## src/pkg/ccie_pkg.sv

```systemverilog
package ccie_pkg;
	localparam int CCIE_INSTR_W = 14;
	localparam int CCIE_PC_W = 13;
	localparam int CCIE_FADDR_W = 7;
	localparam int CCIE_DATA_W = 8;
	localparam int CCIE_IMM_W = 11;
	localparam logic [5:0] CCIE_OP_CLR_HI = 6'h01;
	localparam int CCIE_CLR_SEL_BIT = 7;
	localparam logic [2:0] CCIE_OP_CALL_HI = 3'h4;
	localparam int CCIE_LATH_HI_POS = 4;
	localparam int CCIE_LATH_LO_POS = 3;
	localparam logic [7:0] CCIE_ZERO_DATA = 8'h00;
	localparam logic [12:0] CCIE_PC_RESET = 13'h0000;
	localparam logic [12:0] CCIE_PC_STEP = 13'h0001;
	localparam int CCIE_CALL_CYCLES = 2;
	typedef enum logic [1:0] {
		CCIE_OP_NONE,
		CCIE_OP_CLR_FILE,
		CCIE_OP_CLR_ACC,
		CCIE_OP_CALL
	} ccie_op_e;
endpackage : ccie_pkg

```

## src/core/ccie_decode.sv

```systemverilog
`timescale 1ns/1ps
module ccie_decode
	import ccie_pkg::*;
(
	input wire logic [CCIE_INSTR_W-1:0] instr_in,
	output ccie_op_e op_out
);
	always_comb
	begin
		op_out = CCIE_OP_NONE;
		if (instr_in[13:11] == CCIE_OP_CALL_HI)
			op_out = CCIE_OP_CALL;
		else if (instr_in[13:8] == CCIE_OP_CLR_HI)
			// low seven bits ignored for accumulator clear
			op_out = instr_in[CCIE_CLR_SEL_BIT] ? CCIE_OP_CLR_FILE : CCIE_OP_CLR_ACC; // RULE7
	end
endmodule : ccie_decode

```

## src/core/ccie_exec.sv

```systemverilog
`timescale 1ns/1ps
// Functional notes
// (RULE1) file clear writes zero to the addressed register and sets zero flag.
// (RULE2) call pushes current pc plus one onto the stack top entry first.
// (RULE3) call loads its 11-bit immediate into pc bits 10 to 0.
// (RULE4) call takes pc bits 12 and 11 from latch bits 4 and 3.
// (RULE5) call spends two instruction cycles while being a single word.
// (RULE6) accumulator clear writes zero to the accumulator and sets zero flag.
// (RULE7) clears take one cycle; accumulator clear ignores low bits; call keeps flags.
module ccie_exec
	import ccie_pkg::*;
(
	input wire logic core_clk_in,
	input wire logic rst_b_in,
	input wire logic instr_valid_in,
	input wire logic [CCIE_INSTR_W-1:0] instr_in,
	input wire logic [CCIE_DATA_W-1:0] program_counter_high_latch_in,
	output logic instr_ready_out,
	output logic [CCIE_PC_W-1:0] pc_out,
	output logic file_wr_en_out,
	output logic [CCIE_FADDR_W-1:0] file_wr_addr_out,
	output logic [CCIE_DATA_W-1:0] file_wr_data_out,
	output logic acc_wr_en_out,
	output logic [CCIE_DATA_W-1:0] acc_wr_data_out,
	output logic zero_flag_set_out,
	output logic stack_push_out,
	output logic [CCIE_PC_W-1:0] stack_top_entry_out,
	output logic flush_out
);
	typedef enum logic {CCIE_ST_RUN, CCIE_ST_CALL2} ccie_state_e;
	typedef struct packed {
		ccie_state_e st;
		logic [CCIE_PC_W-1:0] pc;
		logic fwe;
		logic [CCIE_FADDR_W-1:0] fa;
		logic awe;
		logic zset;
		logic push;
		logic [CCIE_PC_W-1:0] stack_top_entry;
		logic flush;
	} ccie_state_s;

	ccie_state_s cur;
	ccie_state_s next_cur;
	ccie_op_e op;

	ccie_decode u_decode (
		.instr_in(instr_in),
		.op_out(op)
	);

	// second call cycle executes a discarded fetch, so no new instruction
	assign instr_ready_out = (cur.st == CCIE_ST_RUN);

	always_comb
	begin
		next_cur = cur;
		next_cur.fwe = 1'b0;
		next_cur.awe = 1'b0;
		next_cur.zset = 1'b0;
		next_cur.push = 1'b0;
		next_cur.flush = 1'b0;
		unique case (cur.st)
			CCIE_ST_RUN:
			begin
				if (instr_valid_in)
				begin
					next_cur.pc = cur.pc + CCIE_PC_STEP;
					unique case (op)
						CCIE_OP_CLR_FILE:
						begin
							next_cur.fwe = 1'b1; // RULE1
							next_cur.fa = instr_in[CCIE_FADDR_W-1:0];
							next_cur.zset = 1'b1; // RULE1
						end
						CCIE_OP_CLR_ACC:
						begin
							next_cur.awe = 1'b1; // RULE6
							next_cur.zset = 1'b1; // RULE6
						end
						CCIE_OP_CALL:
						begin
							next_cur.push = 1'b1; // RULE2
							next_cur.stack_top_entry = cur.pc + CCIE_PC_STEP; // RULE2
							next_cur.pc = {program_counter_high_latch_in[CCIE_LATH_HI_POS:
								CCIE_LATH_LO_POS], instr_in[CCIE_IMM_W-1:0]}; // RULE3 RULE4
							next_cur.flush = 1'b1; // RULE5
							next_cur.st = CCIE_ST_CALL2; // RULE5
						end
						CCIE_OP_NONE:
						begin
						end
					endcase
				end
			end
			CCIE_ST_CALL2:
				next_cur.st = CCIE_ST_RUN; // RULE5
		endcase
	end

	always_ff @(posedge core_clk_in)
	begin
		if (!rst_b_in)
		begin
			cur <= '0;
			cur.st <= CCIE_ST_RUN;
			cur.pc <= CCIE_PC_RESET;
		end
		else
			cur <= next_cur;
	end

	assign pc_out = cur.pc;
	assign file_wr_en_out = cur.fwe;
	assign file_wr_addr_out = cur.fa;
	assign file_wr_data_out = CCIE_ZERO_DATA;
	assign acc_wr_en_out = cur.awe;
	assign acc_wr_data_out = CCIE_ZERO_DATA;
	assign zero_flag_set_out = cur.zset;
	assign stack_push_out = cur.push;
	assign stack_top_entry_out = cur.stack_top_entry;
	assign flush_out = cur.flush;

	// call taken at this edge; every push must trace back to one of these
	logic call_take;
	assign call_take = instr_valid_in && instr_ready_out && op == CCIE_OP_CALL;
endmodule : ccie_exec

```

## config.mk

```make
export PLATFORM = sky130hd
export DESIGN_NAME = ccie_exec
export DESIGN_NICKNAME = d
export VERILOG_FILES = /design/src/pkg/ccie_pkg.sv /design/src/core/ccie_decode.sv /design/src/core/ccie_exec.sv
export SDC_FILE = /design/constraint.sdc
export NUM_CORES = 1
export LEC_CHECK = 0
export BUFFER_PORTS_ARGS = -buffer_cell sky130_fd_sc_hd__buf_4
export CELL_PAD_IN_SITES_DETAIL_PLACEMENT = 0
export CELL_PAD_IN_SITES_GLOBAL_PLACEMENT = 2
export CORE_MARGIN = 3
export CORE_UTILIZATION = 26
export CTS_BUF_LIST = sky130_fd_sc_hd__clkbuf_16
export DETAILED_ROUTE_END_ITERATION = 6
export PLACE_DENSITY_LB_ADDON = 0.08
export SLEW_MARGIN = 30
export SYNTH_ARGS = -nofsm -noshare
export SYNTH_HDL_FRONTEND = slang
export SYNTH_SLANG_ARGS = --single-unit
export TNS_END_PERCENT = 10
```

## constraint.sdc

```tcl
create_clock -name core_clk_in -period 2.7 [get_ports core_clk_in]
set_clock_uncertainty 0.15 [all_clocks]
set_input_delay 0.54 -clock core_clk_in [delete_from_list [all_inputs] [get_ports core_clk_in]]
set_output_delay 0.54 -clock core_clk_in [all_outputs]
set_load 0.01 [all_outputs]
```

==> results_dict.tcl, run 1 <==
set metrics [dict create \
    status "finished clean" \
    wirelength_um 5590 \
    worst-path-buf-inv 2 \
    synth.area.top_cells "dfxtp_1 38%, buf_4 6.6%, nand2_1 5.0%" \
    area.growth.synth_to_final_pct 35.1 \
    postLayoutCellArea_um2 2630 \
    p_per_area_nw_per_um2 482 \
    synth_area_per_cell_um2 8.10 \
    slowest_stage "ha_1" \
    drive_gt1_frac 0.277 \
    synth.largest_area_cell "dfxtp_1" \
    path_common_cell "buf_4" \
    gp_congestion 0.722 \
    ys_warn_count 0 \
    max_cap_viol_count 0 \
    hold_ws_ns 0.306 \
    crit_path_start_kind "primary input" \
    grt_max_degree 27 \
    synth_edf_count 0 \
    rows 30 \
    max_slew_margin 0.604 \
    num_vias 1817 \
    startpoint "instr_in[9]" \
    clk_path_buf_depth 2 \
    peakVddDrop_mv 0.204 \
    cts.reportedPaths.clkPinSlew_ns 0.06 \
    die_x_um 92.5 \
    drtIter0Drc 85 \
    r2r-start "pc_out[0]" \
    path_cells "buf_4 > nor3b_1 > a21oi_1 > nor3_1 > ha_1 > buf_4 > nand3b_1 > nand2_1 > o21ai_0 > and2_1" \
    initial_core_util 0.277 \
    worst_pin_slew_ns 0.588 \
    min_period_over_period 0.881 \
    yosys.area_share.simple 0.223 \
    ys.flop_type "dfxtp_1" \
    finalCriticalPeriod_ns 2.38 \
    layout_setup_ws_ns 0.322 \
    die-area_um2 8550 \
    root_buffer "clkbuf_16" \
    place_hpwl_um 4030 \
    cp_num_cells 10 \
    synthAdderAreaFrac 0.0258 \
    routedWlPerCell_um 14.1 \
    antenna_cells 0 \
    dr.pass1.iters 4 \
    cp-endpoint "stack_top_entry_out[0]" \
    synthMuxAreaShare 0.0155 \
    gr-total-overflow 0 \
    end_kind "flop" \
    die_y_um 92.5 \
    rsz0062_at_grt "false" \
    coreArea_um2 7020 \
    cts_max_level 2 \
    pre_cts_ws_ns -0.0182 \
    p_leak_uw 0.00107 \
    synth_compound_area_frac 0.191 \
    hold_class "flop to flop" \
    drc 0 \
    required_ns 2.73 \
    slowest_delay_ns 0.39 \
    io_pins 80 \
    final_nets 328 \
    cts_tree "done" \
    synth_top_area_frac 0.381 \
    first_global_vias 1765 \
    cp_data_arrival_time_ns 2.41 \
    grt_antenna_before_repair 0 \
    syn_inst 240 \
    final_cell_mix "69 x buf_4, 37 x dfxtp_1, 26 x nand2_1" \
    regToRegSetupSlack_ns 0.65 \
    synthArstFlopShare 0 \
    critical_path_class "primary input to flop" \
    synth_top_family_by_area "simple AND/OR/NAND/NOR gates" \
    numCtsBuffers 5 \
    synth-xor-area-share 0.0496 \
    synth-seq-area-share 0.381 \
    hold_violations 0 \
    finalSetupViolCount 0 \
    port_buffers 57 \
    hold_buffers 0 \
    ff2ff_path_depth 5 \
    grt_pass1_wl_um 9030 \
    cp_top_family "simple AND/OR/NAND/NOR gates" \
    antenna_left 0 \
    crit_fanout 11 \
    layout.core_utilization 0.374 \
    synthDistinctLibCells 40 \
    grt.total_usage 0.133 \
    min_from "file_wr_addr_out[1]" \
    via_per_inst 4.59 \
    rr_endpoint "pc_out[10]" \
    cts_setup_buffers 0 \
    timing.fmax_ghz 0.420 \
    synth_seq_cells 37 \
    place_area_um2 2480 \
    slew_viol_final 0 \
    final_common_cell "buf_4" \
    cts_num_sinks 37 \
    cts.repair.resized 0 \
    insertion_delay_ns 0.28 \
    syn_area_um2 1940 \
]
-- per-stage QoR --
step	power (uW)	setup TNS, ns	instances
3_3_place_gp	704	0	388
3_5_place_dp	703	-0.0320	388
4_1_cts	1290	0	396
2_1_floorplan	652	0	255
5_1_grt	1320	0	396
6_report	1260	0	396
-- synthesized netlist by cell type, drive strengths merged, types with 2 or more instances --
library cell / instances
dfxtp: 37
nand2: 26
buf: 20
a21oi: 19
nor2: 17
o21ai: 15
clkbuf: 14
nand3: 14
xnor2: 8
a211oi: 6
inv: 6
and3: 5
nor3: 5
a32o: 4
ha: 4
o41ai: 4
a31oi: 3
and2: 3
mux2i: 3
nand4: 3
nor2b: 3
o31ai: 3
xor2: 3
nor4: 2
o21a: 2
-- report_power, final --
| part | switching, uW | leakage [uW] | internal, uW |
|---|---|---|---|
| Sequential | 7.24 | 0.000299 | 555 |
| Clock | 236 | 0.0000696 | 339 |
| Combinational | 72.7 | 0.000703 | 54.6 |
| Total | 316 | 0.00107 | 948 |
-- how the worst min path moves through the flow --
stage                          endpoint  cells past startpoint  slack (ns)
finish              file_wr_addr_out[1]                      2        0.31
global route        file_wr_addr_out[4]                      2        0.33
CTS                 file_wr_addr_out[1]                      2        0.31
detailed placement  file_wr_addr_out[1]                      2        0.30
global placement    file_wr_addr_out[4]                      2        0.30
floorplan           file_wr_addr_out[0]                      2        0.33
-- cell families after synthesis --
family                   count (synthesis)
AND/OR/NAND/NOR                         85
AO/OA/AOI/OAI                           59
buffers and inverters                   40
flip-flops                              37
XOR/XNOR                                11
adder cells (fa/ha/maj)                  4
multiplexers                             3
other                                    1
-- layer usage --
layer,GRT usage,routed length [um],share of wire,up-vias
li1,-,-,-,927
met1,0.176,2690,0.48,831
met2,0.211,2540,0.45,52
met3,0.0341,303,0.054,7
met4,0.0446,66,0.012,0
met5,0,0,0,-
-- area by class of cell --
class	instances	area, um^2
timing repair buffer	71	558
inverter	6	22.5
clock inverter	3	17.5
fill	759	4390
sequential	37	741
tap	96	120
multi-input combinational	178	1040
clock buffer	5	125
-- sequential cells by signal, summed over array words and instances (netlist names) --
name and flops:
acc_wr_en_out 1, file_wr_addr_out 7, pc_out 13, stack_top_entry_out 13, stack_push_out 1, file_wr_en_out 1
zero_flag_set_out 1
-- worst reg2reg max path, stage by stage (launching register included) --
cell and delay [ns]:
dfxtp_1 0.34, ha_1 0.29, inv_1 0.13, or4_4 0.58, and4b_1 0.20, a211o_1 0.25
Power figures use the tool's default switching activity.
==> run 2, diff against run 1 <==
CORE_UTILIZATION = 28   (was 26)
clock period = 2.9 ns   (was 2.7 ns; I/O delays follow)
==> run 2 against run 1 <==
Effect of this change: sequential power is 6.8% lower; global-route usage is 1.1 points higher; worst setup slack better by 0.33 ns; clock power is 23% higher; power is 6.4% higher; flip-flop and latch count stayed put; hold slack better by 0.0014 ns; non-clock buffer count is 5 lower; combinational power is 10% lower; sequential share of layout area is 0.29 points higher; first-iteration DRC count is 49% lower; die area is 6.7% lower; critical path type unchanged.
==> results_dict.tcl, run 2 (synthesis gave the netlist of run 1 again) <==
set metrics [dict create \
    regToRegSetupSlack_ns 0.76 \
    peakVddDrop_mv 0.181 \
    dr.pass1.iters 4 \
    crit_path_start_kind "primary input" \
    gp_congestion 0.732 \
    cts_tree "done" \
    pre_cts_ws_ns 0.328 \
    cts.reportedPaths.clkPinSlew_ns 0.06 \
    antenna_left 0 \
    end_kind "flop" \
    insertion_delay_ns 0.28 \
    gr-total-overflow 0 \
    num_vias 1815 \
    rr_endpoint "pc_out[12]" \
    place_hpwl_um 3880 \
    grt_pass1_wl_um 8840 \
    rows 29 \
    power_uw 1340 \
    min_period_over_period 0.776 \
    hold_class "flop to flop" \
    finalCriticalPeriod_ns 2.25 \
    final_common_cell "buf_4" \
    drtIter0Drc 43 \
    coreArea_um2 6530 \
    grt_max_degree 26 \
    ff2ff_path_depth 4 \
    cts_max_level 2 \
    hold_buffers 0 \
    via_per_inst 4.88 \
    grt_antenna_before_repair 0 \
    rsz0062_at_grt "false" \
    root_buffer "clkbuf_16" \
    finalSetupViolCount 0 \
    drive_gt1_frac 0.264 \
    max_slew_margin 0.567 \
    cp_data_arrival_time_ns 2.27 \
    max_cap_viol_count 0 \
    postLayoutCellArea_um2 2600 \
    nFillCells 715 \
    antenna_cells 0 \
    critical_path_class "primary input to flop" \
    holdPathStages 2 \
    first_global_vias 1781 \
    initial_core_util 0.298 \
    die-area_um2 7980 \
    tns_ns 0 \
    hold_violations 0 \
    timing.fmax_ghz 0.444 \
    holdPathEnd "file_wr_addr_out[2]" \
    numCtsBuffers 5 \
    wirelength_um 5480 \
    die_y_um 89.3 \
    grt.total_usage 0.145 \
    status "finished clean" \
    worst_pin_slew_ns 0.644 \
    crit_fanout 12 \
    final_cell_mix "65 x buf_4, 37 x dfxtp_1, 26 x nand2_1" \
    drc 0 \
    cts_num_sinks 37 \
    io_pins 80 \
    layout_setup_ws_ns 0.648 \
    area.growth.synth_to_final_pct 33.7 \
    p_leak_uw 0.00107 \
    cts_setup_buffers 0 \
    slew_viol_final 0 \
    routedWlPerCell_um 14.7 \
    place_area_um2 2410 \
    clk_path_buf_depth 2 \
    r2r-start "pc_out[2]" \
    die_x_um 89.3 \
    layout.core_utilization 0.398 \
    required_ns 2.92 \
    p_per_area_nw_per_um2 517 \
    final_nets 323 \
    port_buffers 57 \
    cts.repair.resized 0 \
    min_from "file_wr_addr_out[2]" \
]
==> run 2: routing by layer <==
layer	track usage	vias to the layer above	share of wire	wire length, um
li1	-	921	-	-
met1	0.190	839	0.49	2660
met2	0.233	47	0.45	2450
met3	0.0369	8	0.051	281
met4	0.0447	0	0.015	82
met5	0	-	0	0
==> run 2: worst max-delay path by stage <==
stage | start | end | slack (ns) | depth (start not counted)
6_report | instr_in[9] | pc_out[10] | 0.65 | 8
3_3_place_gp | instr_in[9] | pc_out[10] | 0.35 | 8
5_1_grt | instr_in[9] | stack_top_entry_out[8] | 0.45 | 9
3_5_place_dp | instr_in[9] | pc_out[10] | 0.33 | 8
4_1_cts | instr_in[9] | pc_out[10] | 0.61 | 8
2_1_floorplan | instr_in[9] | pc_out[8] | 0.38 | 8
==> run 2: layout make-up <==
| cell class | count | area (um^2) | area share |
|---|---|---|---|
| Clock inverter | 3 | 65.1 | 0.0250 |
| Sequential cell | 37 | 741 | 0.285 |
| Clock buffer | 5 | 125 | 0.0481 |
| Timing Repair Buffer | 66 | 508 | 0.195 |
| Tap cell | 77 | 96.3 | 0.0371 |
| Inverter | 6 | 22.5 | 0.00867 |
| Multi-Input combinational cell | 178 | 1040 | 0.401 |
==> run 2: per-stage QoR <==
stage | hold slack [ns] | cells
finish | 0.308 | 372
global route | 0.336 | 372
CTS | 0.311 | 372
detailed placement | 0.302 | 364
global placement | 0.300 | 364
floorplan | 0.331 | 255
==> run 2: critical path, cell delays in order <==
cell and delay, ns:
buf_4 0.11, nor3b_1 0.25, a21oi_1 0.11, nor3_1 0.23
ha_1 0.31, buf_4 0.22, and4b_1 0.20, a211o_1 0.26
==> run 2: power by group <==
group | internal (uW) | leakage (uW) | switching (uW)
registers | 517 | 0.000299 | 6.86
clock network | 491 | 0.0000938 | 215
logic | 48.0 | 0.000672 | 66.4
==> run 3, diff against run 2 <==
CORE_UTILIZATION = 23   (was 28)
clock period = 1.9 ns   (was 2.9 ns; I/O delays follow)
==> run 3 against run 2 <==
Effect of this change: sequential power rose by 52%; core utilization fell by 3.4 points; highest routed layer unchanged; critical endpoint is now pc_out[12]; critical path type unchanged; critical path depth is 1 higher; cell area rose by 12%; global-route usage is 1.8 points lower; hold slack worse by 0.093 ns.
==> results_dict.tcl, run 3 (synthesis gave the netlist of run 1 again) <==
set metrics [dict create \
    via_per_inst 4.59 \
    drtIter0Drc 67 \
    finalSetupViolCount 0 \
    die-area_um2 9590 \
    slowest_stage "or3b_4" \
    crit_fanout 18 \
    p_per_area_nw_per_um2 628 \
    io_pins 80 \
    die_x_um 97.9 \
    cp_data_arrival_time_ns 1.93 \
    required_ns 1.96 \
    cts.reportedPaths.clkPinSlew_ns 0.06 \
    timing.fmax_ghz 0.535 \
    antenna_left 0 \
    place_hpwl_um 4550 \
    rows 32 \
    crit_path_start_kind "primary input" \
    max_cap_viol_count 0 \
    drc 0 \
    final_nets 350 \
    coreArea_um2 7970 \
    path_cells "buf_4 > nor3b_4 > nor2b_1 > o21a_1 > ha_4 > buf_4 > buf_12 > or3b_4 > a31oi_1" \
    sequentialPowerShare 0.439 \
    nFillCells 879 \
    grt_pass1_wl_um 9640 \
    end_kind "flop" \
    wirelength_um 6150 \
    rsz0062_at_grt "true" \
    clk_path_buf_depth 2 \
    met3_usage 0.0286 \
    gr-total-overflow 0 \
    hold_buffers 0 \
    root_buffer "clkbuf_16" \
    finalCriticalPeriod_ns 1.87 \
    first_global_vias 1851 \
    ff2ff_path_depth 5 \
    die_y_um 97.9 \
    p_int_uw 1360 \
    num_vias 1948 \
    hold_class "primary input to flop" \
    port_buffers 57 \
    cts_num_sinks 37 \
    slew_viol_final 0 \
    power_frac_clock 0.445 \
    use_met2 0.216 \
    peakVddDrop_mv 0.269 \
    drive_gt1_frac 0.370 \
    gp_congestion 0.751 \
    initial_core_util 0.244 \
    grt_antenna_before_repair 0 \
    status "finished clean" \
    critical_path_class "primary input to flop" \
    switching_power_uw 461 \
    insertion_delay_ns 0.28 \
    hold_ws_ns 0.215 \
    area.growth.synth_to_final_pct 49.1 \
    numCtsBuffers 5 \
    power_uw 1820 \
    p_sw_frac 0.253 \
    cts_max_level 2 \
    p_leak_uw 0.00122 \
    grt.total_usage 0.127 \
    power_frac_comb 0.116 \
    path_common_cell "buf_4" \
    final_common_cell "buf_4" \
    grt_max_degree 23 \
    cts_tree "done" \
    hold_violations 0 \
    slowest_delay_ns 0.36 \
    dr.pass1.iters 4 \
    routedWlPerCell_um 14.5 \
    busiest_layer "met2" \
    holdPathStages 3 \
    min_period_over_period 0.984 \
    final_cell_mix "89 x buf_4, 35 x dfxtp_1, 24 x nand2_1" \
    grt.met1_usage 0.159 \
    antenna_cells 0 \
]
[run 3: final cells by class]
class / instances / area, um^2 / share of cell area
clock buffers: 5 / 125 / 0.0432
clock inverters: 3 / 12.5 / 0.00432
inverters: 6 / 22.5 / 0.00777
multi-input cells: 178 / 1140 / 0.395
flip-flops and latches: 37 / 743 / 0.256
well taps: 102 / 128 / 0.0440
repair buffers: 93 / 722 / 0.249
[run 3: final timing paths]
path                                     startpoint             endpoint  slack (ns)
worst min-delay path                    instr_in[3]  file_wr_addr_out[3]        0.22
worst max register to register            pc_out[0]           pc_out[10]        0.04
worst max-delay path                    instr_in[8]           pc_out[12]        0.03
worst min register to register  file_wr_addr_out[3]  file_wr_addr_out[3]        0.31
[run 3: timing repair]
action,CTS,global route
cloned,0,0
pin swaps,2,8
setup buffers,0,1
resized for setup,1,11
endpoints found under the setup margin,2,18
[run 3: critical path: cells and delay by family]
family                   cells  cell delay [ns]
AO/OA/AOI/OAI                2             0.33
adder cells (fa/ha/maj)      1             0.19
buffers and inverters        3             0.39
AND/OR/NAND/NOR              3             0.63
[run 3: power groups by stage]
stage                     Clock (uW)  Sequential, uW  Combinational, uW
after floorplan                    0             827                111
after global placement             0             816                205
after detailed placement           0             817                205
after CTS                        835             799                208
after global routing             864             800                233
final                            811             799                211
[run 3: metrics by stage]
stage / std cells / util / worst slack, ns / setup TNS (ns) / instance area, um^2
6_report: 424 / 0.364 / 0.0295 / 0 / 2900
5_1_grt: 424 / 0.364 / -0.0328 / -0.0603 / 2900
4_1_cts: 423 / 0.358 / 0.0182 / 0 / 2850
3_5_place_dp: 415 / 0.340 / -0.334 / -7.09 / 2710
3_3_place_gp: 415 / 0.340 / -0.292 / -6.71 / 2710
2_1_floorplan: 255 / - / -0.0451 / -0.439 / 2130
[run 3: per-layer routing]
layer / vias up / wire, um
met1: 924 / 2790
met5: - / 0
met4: 0 / 37
li1: 977 / -
met3: 2 / 278
met2: 45 / 3040
